### src/eea_pkg.sv
// Constants shared by the EEPROM access controller files
package eea_pkg;

    // Register addresses in I/O space
    localparam logic [5:0] EEA_ADDR_CONTROL = 6'h1c;
    localparam logic [5:0] EEA_ADDR_DATA    = 6'h1d;
    localparam logic [5:0] EEA_ADDR_ADDRESS = 6'h1e;

    // Control register fields
    localparam int EEA_BIT_READ_STROBE  = 0;
    localparam int EEA_BIT_WRITE_STROBE = 1;
    localparam int EEA_BIT_WRITE_ARM    = 2;
    localparam int EEA_BIT_IRQ_ENABLE   = 3;

    // Reset values
    localparam logic [7:0] EEA_RESET_DATA    = 8'h00;
    localparam logic [7:0] EEA_RESET_ADDRESS = 8'h00;
    localparam logic [7:0] EEA_ZERO_BYTE     = 8'h00;

    // Memory geometry
    localparam int EEA_DEPTH = 256;
    localparam int EEA_AW    = 8;
    localparam int EEA_DW    = 8;

    // Timing
    localparam int EEA_CLK_MHZ        = 50;
    localparam int EEA_WRITE_TIME_US  = 4000;
    localparam int EEA_WRITE_CYCLES   = EEA_WRITE_TIME_US * EEA_CLK_MHZ;
    localparam int EEA_ARM_CYCLES     = 4;
    localparam int EEA_STALL_WRITE    = 2;
    localparam int EEA_STALL_READ     = 4;

    // Programming engine states
    typedef enum logic [0:0] {
        EEA_IDLE,
        EEA_PROG
    } eea_state_t;

endpackage

### src/eea_mem.sv
// Byte-wide data memory with registered read port
`timescale 1ns/1ps
module eea_mem #(
    parameter int DEPTH = 256,
    parameter int AW    = 8,
    parameter int DW    = 8
) (
    // Clock
    input  wire logic          clk_i,
    // Access
    input  wire logic [AW-1:0] addr_i,
    input  wire logic          we_i,
    input  wire logic [DW-1:0] wdata_i,
    output logic      [DW-1:0] rdata_o
);

    logic [DW-1:0] mem_q [DEPTH];

    always_ff @(posedge clk_i) begin
        if (we_i) begin
            mem_q[addr_i] <= wdata_i;
        end
        rdata_o <= mem_q[addr_i];
    end

endmodule

### src/eea_ctrl.sv
// EEPROM access controller: address, data and control registers
`timescale 1ns/1ps
module eea_ctrl #(
    parameter int WRITE_CYCLES = eea_pkg::EEA_WRITE_CYCLES
) (
    // Clock and resets
    input  wire logic       clk_i,
    input  wire logic       reset_n_i,
    input  wire logic       power_on_reset_n_i,
    // CPU I/O register port
    input  wire logic [5:0] io_addr_i,
    input  wire logic       io_wr_i,
    input  wire logic       io_rd_i,
    input  wire logic [7:0] io_wdata_i,
    output logic      [7:0] io_rdata_o,
    // CPU core status and control
    input  wire logic       global_irq_enable_i,
    output logic            cpu_stall_o,
    output logic            ready_irq_o
);

    localparam int WCW = $clog2(WRITE_CYCLES + 1);
    localparam logic [WCW-1:0] WRITE_LAST = WCW'(WRITE_CYCLES - 1);
    localparam logic [2:0] ARM_LOAD   = 3'(eea_pkg::EEA_ARM_CYCLES);
    localparam logic [2:0] STALL_WR   = 3'(eea_pkg::EEA_STALL_WRITE);
    localparam logic [2:0] STALL_RD   = 3'(eea_pkg::EEA_STALL_READ);

    // Reset synchronisers
    logic rst_meta_q;
    logic rst_n_q;
    logic por_meta_q;
    logic por_n_q;

    always_ff @(posedge clk_i or negedge reset_n_i) begin
        if (!reset_n_i) begin
            rst_meta_q <= 1'b0;
            rst_n_q    <= 1'b0;
        end else begin
            rst_meta_q <= 1'b1;
            rst_n_q    <= rst_meta_q;
        end
    end

    always_ff @(posedge clk_i or negedge power_on_reset_n_i) begin
        if (!power_on_reset_n_i) begin
            por_meta_q <= 1'b0;
            por_n_q    <= 1'b0;
        end else begin
            por_meta_q <= 1'b1;
            por_n_q    <= por_meta_q;
        end
    end

    // Register state
    logic [7:0]            address_q;
    logic [7:0]            data_q;
    logic                  irq_enable_q;
    logic                  arm_q;
    logic [2:0]            arm_cnt_q;
    logic                  read_q;
    logic                  read_pend_q;
    logic [2:0]            stall_cnt_q;
    logic [7:0]            rdata_q;
    eea_pkg::eea_state_t   state_q;
    logic [WCW-1:0]        wcnt_q;
    logic [7:0]            prog_addr_q;
    logic [7:0]            prog_data_q;

    // Decode
    wire wr_ctrl     = io_wr_i && (io_addr_i == eea_pkg::EEA_ADDR_CONTROL);
    wire wr_data     = io_wr_i && (io_addr_i == eea_pkg::EEA_ADDR_DATA);
    wire wr_address  = io_wr_i && (io_addr_i == eea_pkg::EEA_ADDR_ADDRESS);
    wire busy        = (state_q == eea_pkg::EEA_PROG);
    // Cell port follows the byte under programming while busy
    wire [7:0] mem_addr = busy ? prog_addr_q : address_q;
    wire set_arm     = wr_ctrl && io_wdata_i[eea_pkg::EEA_BIT_WRITE_ARM];
    wire set_read    = wr_ctrl && io_wdata_i[eea_pkg::EEA_BIT_READ_STROBE];
    // Strobe honoured only if armed by an earlier write still inside its window and not already busy
    wire start_write = wr_ctrl && io_wdata_i[eea_pkg::EEA_BIT_WRITE_STROBE]
                       && arm_q && !busy;
    wire prog_done   = busy && (wcnt_q == WRITE_LAST);
    wire mem_we      = prog_done;
    wire [7:0] mem_rdata;

    // Control register image, upper nibble forced to zero
    wire [7:0] ctrl_image = {4'h0, irq_enable_q, arm_q, busy, read_q};

    // Read mux
    wire [7:0] rd_mux = (io_addr_i == eea_pkg::EEA_ADDR_CONTROL) ? ctrl_image :
                        (io_addr_i == eea_pkg::EEA_ADDR_DATA)    ? data_q     :
                        (io_addr_i == eea_pkg::EEA_ADDR_ADDRESS) ? address_q  :
                        eea_pkg::EEA_ZERO_BYTE;

    // Address, data and interrupt enable registers
    always_ff @(posedge clk_i or negedge rst_n_q) begin
        if (!rst_n_q) begin
            address_q    <= eea_pkg::EEA_RESET_ADDRESS;
            data_q       <= eea_pkg::EEA_RESET_DATA;
            irq_enable_q <= 1'b0;
        end else begin
            // Writes during programming go straight through to the cell
            if (wr_address) begin
                address_q <= io_wdata_i;
            end
            if (read_pend_q) begin
                data_q <= mem_rdata;
            end else if (wr_data) begin
                data_q <= io_wdata_i;
            end
            if (wr_ctrl) begin
                irq_enable_q <= io_wdata_i[eea_pkg::EEA_BIT_IRQ_ENABLE];
            end
        end
    end

    // Arming window
    always_ff @(posedge clk_i or negedge rst_n_q) begin
        if (!rst_n_q) begin
            arm_q     <= 1'b0;
            arm_cnt_q <= 3'd0;
        end else if (set_arm) begin
            arm_q     <= 1'b1;
            arm_cnt_q <= ARM_LOAD;
        end else if (arm_cnt_q > 3'd1) begin
            arm_cnt_q <= arm_cnt_q - 3'd1;
        end else begin
            arm_q     <= 1'b0;
            arm_cnt_q <= 3'd0;
        end
    end

    // Read strobe: memory address presented this cycle, data next
    always_ff @(posedge clk_i or negedge rst_n_q) begin
        if (!rst_n_q) begin
            read_q      <= 1'b0;
            read_pend_q <= 1'b0;
        end else begin
            read_pend_q <= set_read && !start_write;
            if (set_read && !start_write) begin
                read_q <= 1'b1;
            end else if (read_pend_q) begin
                read_q <= 1'b0;
            end
        end
    end

    // CPU stall counter
    always_ff @(posedge clk_i or negedge rst_n_q) begin
        if (!rst_n_q) begin
            stall_cnt_q <= 3'd0;
        end else if (start_write) begin
            stall_cnt_q <= STALL_WR;
        end else if (set_read) begin
            stall_cnt_q <= STALL_RD;
        end else if (stall_cnt_q != 3'd0) begin
            stall_cnt_q <= stall_cnt_q - 3'd1;
        end
    end

    // Programming engine survives the system reset, only power-on clears it
    always_ff @(posedge clk_i or negedge por_n_q) begin
        if (!por_n_q) begin
            state_q <= eea_pkg::EEA_IDLE;
            wcnt_q  <= '0;
        end else begin
            unique case (state_q)
                eea_pkg::EEA_IDLE: begin
                    wcnt_q <= '0;
                    if (start_write && rst_n_q) begin
                        state_q <= eea_pkg::EEA_PROG;
                    end
                end
                eea_pkg::EEA_PROG: begin
                    if (prog_done) begin
                        state_q <= eea_pkg::EEA_IDLE;
                    end else begin
                        wcnt_q <= wcnt_q + WCW'(1);
                    end
                end
            endcase
        end
    end

    // Byte under programming, captured at the strobe so that a system reset
    // cannot redirect it; register writes while busy still disturb it
    always_ff @(posedge clk_i or negedge por_n_q) begin
        if (!por_n_q) begin
            prog_addr_q <= eea_pkg::EEA_RESET_ADDRESS;
            prog_data_q <= eea_pkg::EEA_RESET_DATA;
        end else if (start_write) begin
            prog_addr_q <= address_q;
            prog_data_q <= data_q;
        end else if (busy) begin
            if (wr_address) begin
                prog_addr_q <= io_wdata_i;
            end
            if (wr_data) begin
                prog_data_q <= io_wdata_i;
            end
        end
    end

    // Read data register
    always_ff @(posedge clk_i or negedge rst_n_q) begin
        if (!rst_n_q) begin
            rdata_q <= eea_pkg::EEA_ZERO_BYTE;
        end else if (io_rd_i) begin
            rdata_q <= rd_mux;
        end
    end

    eea_mem #(
        .DEPTH (eea_pkg::EEA_DEPTH),
        .AW    (eea_pkg::EEA_AW),
        .DW    (eea_pkg::EEA_DW)
    ) u_mem (
        .clk_i   (clk_i),
        .addr_i  (mem_addr),
        .we_i    (mem_we),
        .wdata_i (prog_data_q),
        .rdata_o (mem_rdata)
    );

    assign io_rdata_o  = rdata_q;
    assign cpu_stall_o = (stall_cnt_q != 3'd0);
    // Level request, held while idle; the core acknowledges by masking
    assign ready_irq_o = irq_enable_q && global_irq_enable_i && !busy;

endmodule

### config.mk
export PLATFORM = sky130hd
export DESIGN_NAME = eea_ctrl
export DESIGN_NICKNAME = d
export VERILOG_FILES = /design/src/eea_pkg.sv /design/src/eea_mem.sv /design/src/eea_ctrl.sv
export SDC_FILE = /design/constraint.sdc
export NUM_CORES = 2
export LEC_CHECK = 0
export BUFFER_PORTS_ARGS = -buffer_cell sky130_fd_sc_hd__buf_4
export CAP_MARGIN = 25
export CELL_PAD_IN_SITES_DETAIL_PLACEMENT = 0
export CELL_PAD_IN_SITES_GLOBAL_PLACEMENT = 2
export CORE_UTILIZATION = 35
export CTS_CLUSTER_SIZE = 14
export DETAILED_ROUTE_END_ITERATION = 6
export PLACE_DENSITY = 0.63
export SYNTH_ARGS = -nofsm -noshare
export SYNTH_HDL_FRONTEND = slang
export SYNTH_SLANG_ARGS = --single-unit
### constraint.sdc
create_clock -name clk_i -period 5.3 [get_ports clk_i]
set_input_delay 1.59 -clock clk_i [delete_from_list [all_inputs] [get_ports clk_i]]
set_output_delay 1.59 -clock clk_i [all_outputs]
set_load 0.02 [all_outputs]
---- Word-level counts from Yosys, hierarchy flattened ----
Memory sizes are Yosys's and may differ from the RTL's. A register that Yosys moved wholly into a read port is not among the register bits.
Cells that the tools add are included.
storage, ports and cells
  register bits after elaboration ......... 73
  RAM bits ................................ 2048
  input bits .............................. 20
  output and inout port bits .............. 10
  logic and storage cells ................. 80
  memories ................................ 1
memory list
  memory       words  bits a word  rd ports  clocked after memory_dff  write ports  RTL line       RTL
  u_mem.mem_q  256    8            1         1                         1            eea_mem.sv:17  logic [DW-1:0] mem_q [DEPTH];
cells by class
  $add $sub $neg .......................... 3
  magnitude comparators ................... 1
  eq/ne operators ......................... 6
  mux-type cells .......................... 27
  bitwise gates (word level) .............. 1
  reductions and logical operators ........ 24
operators by type and width
  cell                                                                              count
  8-bit 2-to-1 mux                                                                  11
  18-bit one-hot mux with 2 select lines                                            1
  18-bit by 1-bit adder with 18-bit output (second input constant)                  1
  18-bit == test (second input constant)                                            1
  6-bit by 5-bit == test with 1-bit output (second input constant)                  3
  18-bit 2-to-1 mux                                                                 1
  3-bit 2-to-1 mux                                                                  5
  1-bit logical AND                                                                 13
  2-bit nonzero test                                                                5
  1-bit 2-to-1 mux                                                                  8
  3-bit nonzero test                                                                2
  3-bit by 1-bit subtractor with 3-bit output (second input constant)               2
  2-bit != test (second input constant)                                             2
  2-bit AND reduction                                                               2
  3-bit by 1-bit greater-than comparator with 1-bit output (second input constant)  1
  1-bit logical NOT                                                                 2
  1-bit one-hot mux with 2 select lines                                             1
  1-bit NOT                                                                         1

---- Longest topological paths before layout ----
  word-level depth ........................ 8
  mapped depth ............................ 12
  depth with buffers taken out ............ 8

---- Modules after synthesis ----
A second synthesis with hierarchy kept.
second synthesis, totals
  cell total of the unflattened synthesis .. 3890
  area total of the unflattened synthesis .. 82054.9 µm²
modules (own cells, without submodules)
  module    instances  cells each  area each (µm²)  seq. area each (µm²)
  eea_mem   1          3547        78492.8          61659.1
  eea_ctrl  1          343         3562.2           1826.8

---- Worst setup path before layout ----
No wires, ideal clock.
  kind .................................... flip-flop to flip-flop
  start point ............................. reg prog_data_q[0]
  end point ............................... mem u_mem.mem_q[0][0], data pin
  setup time .............................. 804 ps
  arrival time ............................ 3183 ps
  data required time ...................... 4496 ps
  setup slack ............................. 1314 ps
  stages on the path, launching flop included .. 1
  path buffers ............................ 0
  period minus slack after synthesis ...... 3986 ps
  cell sequence ........................... dfrtp_1
RTL lines
  what                      RTL line         RTL
  start: declaration        eea_ctrl.sv:67   logic [7:0] prog_data_q;
  start signal: assignment  eea_ctrl.sv:189  prog_data_q <= eea_pkg::EEA_RESET_DATA;
  start signal: assignment  eea_ctrl.sv:192  prog_data_q <= data_q;
  start signal: assignment  eea_ctrl.sv:198  prog_data_q <= io_wdata_i;
  end: declaration          eea_mem.sv:17
Straight into the memory's write port.

---- Worst setup path after layout ----
  start point ............................. reg state_q (netlist: busy)
  end point ............................... reg u_mem.rdata_o[7], read port of u_mem.mem_q
on the way
  longest elaborated chain between the ends .. 1
RTL lines
  what                      RTL line         RTL
  start: declaration        eea_ctrl.sv:64   eea_pkg::eea_state_t state_q;
  start signal: assignment  eea_ctrl.sv:163  state_q <= eea_pkg::EEA_IDLE;
  start signal: assignment  eea_ctrl.sv:170  state_q <= eea_pkg::EEA_PROG;
  start signal: assignment  eea_ctrl.sv:175  state_q <= eea_pkg::EEA_IDLE;
  8-bit 2-to-1 mux          eea_ctrl.sv:75   wire [7:0] mem_addr = busy ? prog_addr_q : address_q;
  end: declaration          eea_mem.sv:14    output logic [DW-1:0] rdata_o
Every way passes these cells.
A chain may end at the register's enable or synchronous reset.

==> results <==
- In the global route stage, overall resource usage came out at 0.198.
- The endpoint required time on the critical path is 6.01 ns.
- Sorting the synthesized cells by area gives the leading types as edfxtp_1, mux4_2, nand2_1, nand3_1, dfrtp_1.
- The logic gate share of total power is 0.089.
- The wire length of the first global-routing pass is 338 mm.
- For the final database, setup skew stands at 0.0667 ns.
- The clock reaches the later pin of the worst-skew pair after 0.88 ns.
- In this run, post-CTS hold repair placed 0 buffers.
- Dividing the synthesized area by the synthesized cell count gives 17.4 um2.
- Of the total power, the clock network draws 0.405.
- Global routing finished with a remaining overflow of 0.
- For this configuration, the core starts out at a cell density of 0.352.
- TritonCTS created 218 clock buffers.
- The sum of negative setup slack is 0 ns.
- For this run, the register share of the synthesized area comes to 0.764.
- The number of nets still failing antenna checks after routing is 0.
- The critical path endpoint category is a register.
- In this run the tightest slew margin relative to its limit is 0.253.
- The mapped netlist covers 0.0831 mm2.
- Counting along the longest clock path gives a buffer depth of 3.
- The internal power contribution is 0.0277 W.
- The count of nets after finishing is 5082.
- The CTS sink count is 2129.
- Setup violations remaining at the end of the flow were counted as 0.
- After floorplanning, the core was sized to cover 0.236 mm2.
- During synthesis, Yosys emitted a total of 0 warnings.
- In the synthesized netlist the dominant register cell turns out to be edfxtp_1.
- The number of synthesized register bits is 2129.
- The CTS tree is built.
- The count of boundary I/O pins is 30.
- Summed over all cells, the static leakage comes to 27.2 nW.
- The worst hold path belongs to the class register to asynchronous set/reset pin.
- Across the run, the number of max-cap violations was 0.
- The final number of max-transition violations is 0.
- The number of buffers inserted to repair setup after CTS is 0.
- The slowest stage cell on the critical path is o31ai_1.
- The minimum period implied by the final worst setup slack is 4.22 ns.
- The number of vias per cell is 5.35.
- The total wire length is 237 mm.
- The power per cell area is 382 mW/mm2.
- The gate count of the mapped netlist is 4767.
- The floorplan step set the die width to 489 um.
- The maximum fanout along the worst path is 37.
- The number of antenna violations at the first check in global routing was 4.
- Setup repair after global routing left no endpoint under its margin.
- The detailed-route DRC error count is 0.
- Buffers placed on the I/O ports in this run total 29.
- The reported net switching power is 0.00890 W.
- Clock-pin slew was measured on the worst setup and hold paths at 0.06 ns.
- The number of distinct library cell variants in the gate-level netlist after synthesis is 56.
- The floorplan step defined a die boundary enclosing 0.239 mm2.
- The worst slack on hold paths is 0.261 ns.
- The cell at the root of the clock tree is clkbuf_16.
- The final worst-path setup slack is 1.08 ns.
- The via count is 44900.
- The run finished with clean final reports.
- The count of endpoints failing hold in the final timing report is 0.
- The share of the clock period used by the worst path is 0.796.
- The depth of the CTS H-tree is 4.
- Walking the worst path, the cells encountered are mux2_8 > buf_12 > buf_4 > mux4_2 > a22oi_1 > nand4_1 > o31ai_1 > o2111ai_1.
- In the final layout, the share of cells above drive strength 1 is 0.205.
- Prior to clock tree synthesis, the placed netlist has a worst setup slack of 1.07 ns.
- Of the total power, the share spent switching nets is 0.243.
- The worst setup path is launched from a register.
- The standard-cell row count is 178.
- Once detailed placement completed, the half-perimeter wirelength came to 146 mm.
- Of the total power, registers draw 0.505.
- For the worst setup path, the data arrival time is 4.93 ns.
- The async set or reset register ratio after synthesis is 0.0343.
- From bottom edge to top edge, the die measures 489 um.
- Of all cell types, the one taking the most synthesized area is edfxtp_1.
- The number of DRC markers in iteration 0 is 4328.
- The layout overhead on the synthesized area is 15.4%.
- By count the netlist is led by edfxtp_1, nand2_1, nand3_1.
- The worst supply voltage drop on vdd is 0.364 mV.
- The maximum number of pins on one net before global-route repair is 181.
- The share of the synthesized area in the top cell type is 0.740.
- The critical path in this run is classified as register to register.
- The cell with the most instances after synthesis is edfxtp_1.
- The largest stage delay on the critical path is 0.82 ns.
- For the pin with the worst max-slew slack, the measured transition is 1.11 ns.
- The final RePlAce weighted congestion is 0.821.
- The via count of the first global-routing pass is 45500.
- The detailed-routing iteration count for the pre-antenna-repair pass is 5.
- The number of gates resized after CTS was 0.
- Derived from the worst setup path, the maximum achievable clock frequency is 237 MHz.
- Counting flops with a built-in enable in the synthesized netlist gives 2048.
- The routed wire length per instance is 28.2 um.
- The total power consumption of the routed design is 0.0366 W.
[cells by family (layout without fill, tap and decap cells)]
logic type	count (synthesis)	count (layout)	share of synthesized area
adder cells (fa/ha/maj)	5	5	0.000753
buffers and inverters	307	780	0.0170
XOR/XNOR	12	12	0.00127
AO/OA/AOI/OAI	344	344	0.0306
AND/OR/NAND/NOR	1555	1555	0.0828
other	1	5	0.0000452
flip-flops	2129	2129	0.764
multiplexers	414	414	0.103
[layer usage]
| metal | part of all wire | track usage |
|---|---|---|
| met4 | 0.027 | 0.0595 |
| met3 | 0.048 | 0.0294 |
| met5 | 0.000030 | 0 |
| met1 | 0.43 | 0.269 |
| met2 | 0.49 | 0.328 |
[state kept, by name, summed over array words and instances (netlist names), 3 cells and up]
signal and count:
u_mem.mem_q 2048, wcnt_q 18, address_q 8, data_q 8, io_rdata_o 8, prog_addr_q 8
prog_data_q 8, u_mem.rdata_o 8, arm_cnt_q 3, stall_cnt_q 3
[final cells by class]
class / instances / area, um2
clock buffers: 270 / 5690
clock inverters: 134 / 1180
flip-flops and latches: 2129 / 63500
well taps: 3150 / 3940
diodes: 3 / 7.51
repair buffers: 356 / 3040
fillers: 21400 / 140000
multi-input cells: 2332 / 18400
inverters: 20 / 75.1
[layout by cell type (no fill, tap or decap), types with 29 or more instances in the layout]
master        n
edfxtp_1   2048
nand2_1     681
nand3_1     378
mux4_2      352
buf_4       327
nor2_1      267
clkbuf_16   218
a22oi_1     156
nand4_1     140
dfrtp_1      63
clkinv_1     55
clkbuf_1     48
mux2i_1      46
clkinv_2     45
a311oi_1     32
o21ai_0      31
buf_12       29
[through the flow]
step	cell area [um2]	instances	utilization
after detailed placement	89000	7987	0.378
after floorplan	83100	4768	-
after global routing	95900	8392	0.407
after global placement	89000	7986	0.378
after CTS	95900	8391	0.407
final	95900	8394	0.407
[critical path: cells and delay by family, from the launching register on]
family | cells | cell delay, ns
AO/OA/AOI/OAI | 3 | 1.41
multiplexers | 2 | 1.12
buffers and inverters | 2 | 0.49
flip-flops | 1 | 0.45
AND/OR/NAND/NOR | 1 | 0.42
[power by group through the flow]
stage               clock network (W)  logic [W]  registers [W]
floorplan                           0    0.00193         0.0188
global placement                    0    0.00330         0.0189
detailed placement                  0    0.00330         0.0189
CTS                            0.0152    0.00331         0.0185
global route                   0.0157    0.00350         0.0185
finish                         0.0148    0.00328         0.0185
[path summary, 6_finish.rpt]
kind                            start  slack, ns  cells after the start               end
hold / removal                rst_n_q       0.26                      1             arm_q
min in group clk_i         por_meta_q       0.35                      0           por_n_q
setup reg to reg                 busy       1.08                      8  u_mem.rdata_o[7]
hold reg to reg               rst_n_q       0.26                      1             arm_q
max in group asynchronous     por_n_q       4.26                      0    prog_data_q[2]
setup / recovery                 busy       1.08                      8  u_mem.rdata_o[7]
No activity file was read; power rests on OpenSTA's default activity.
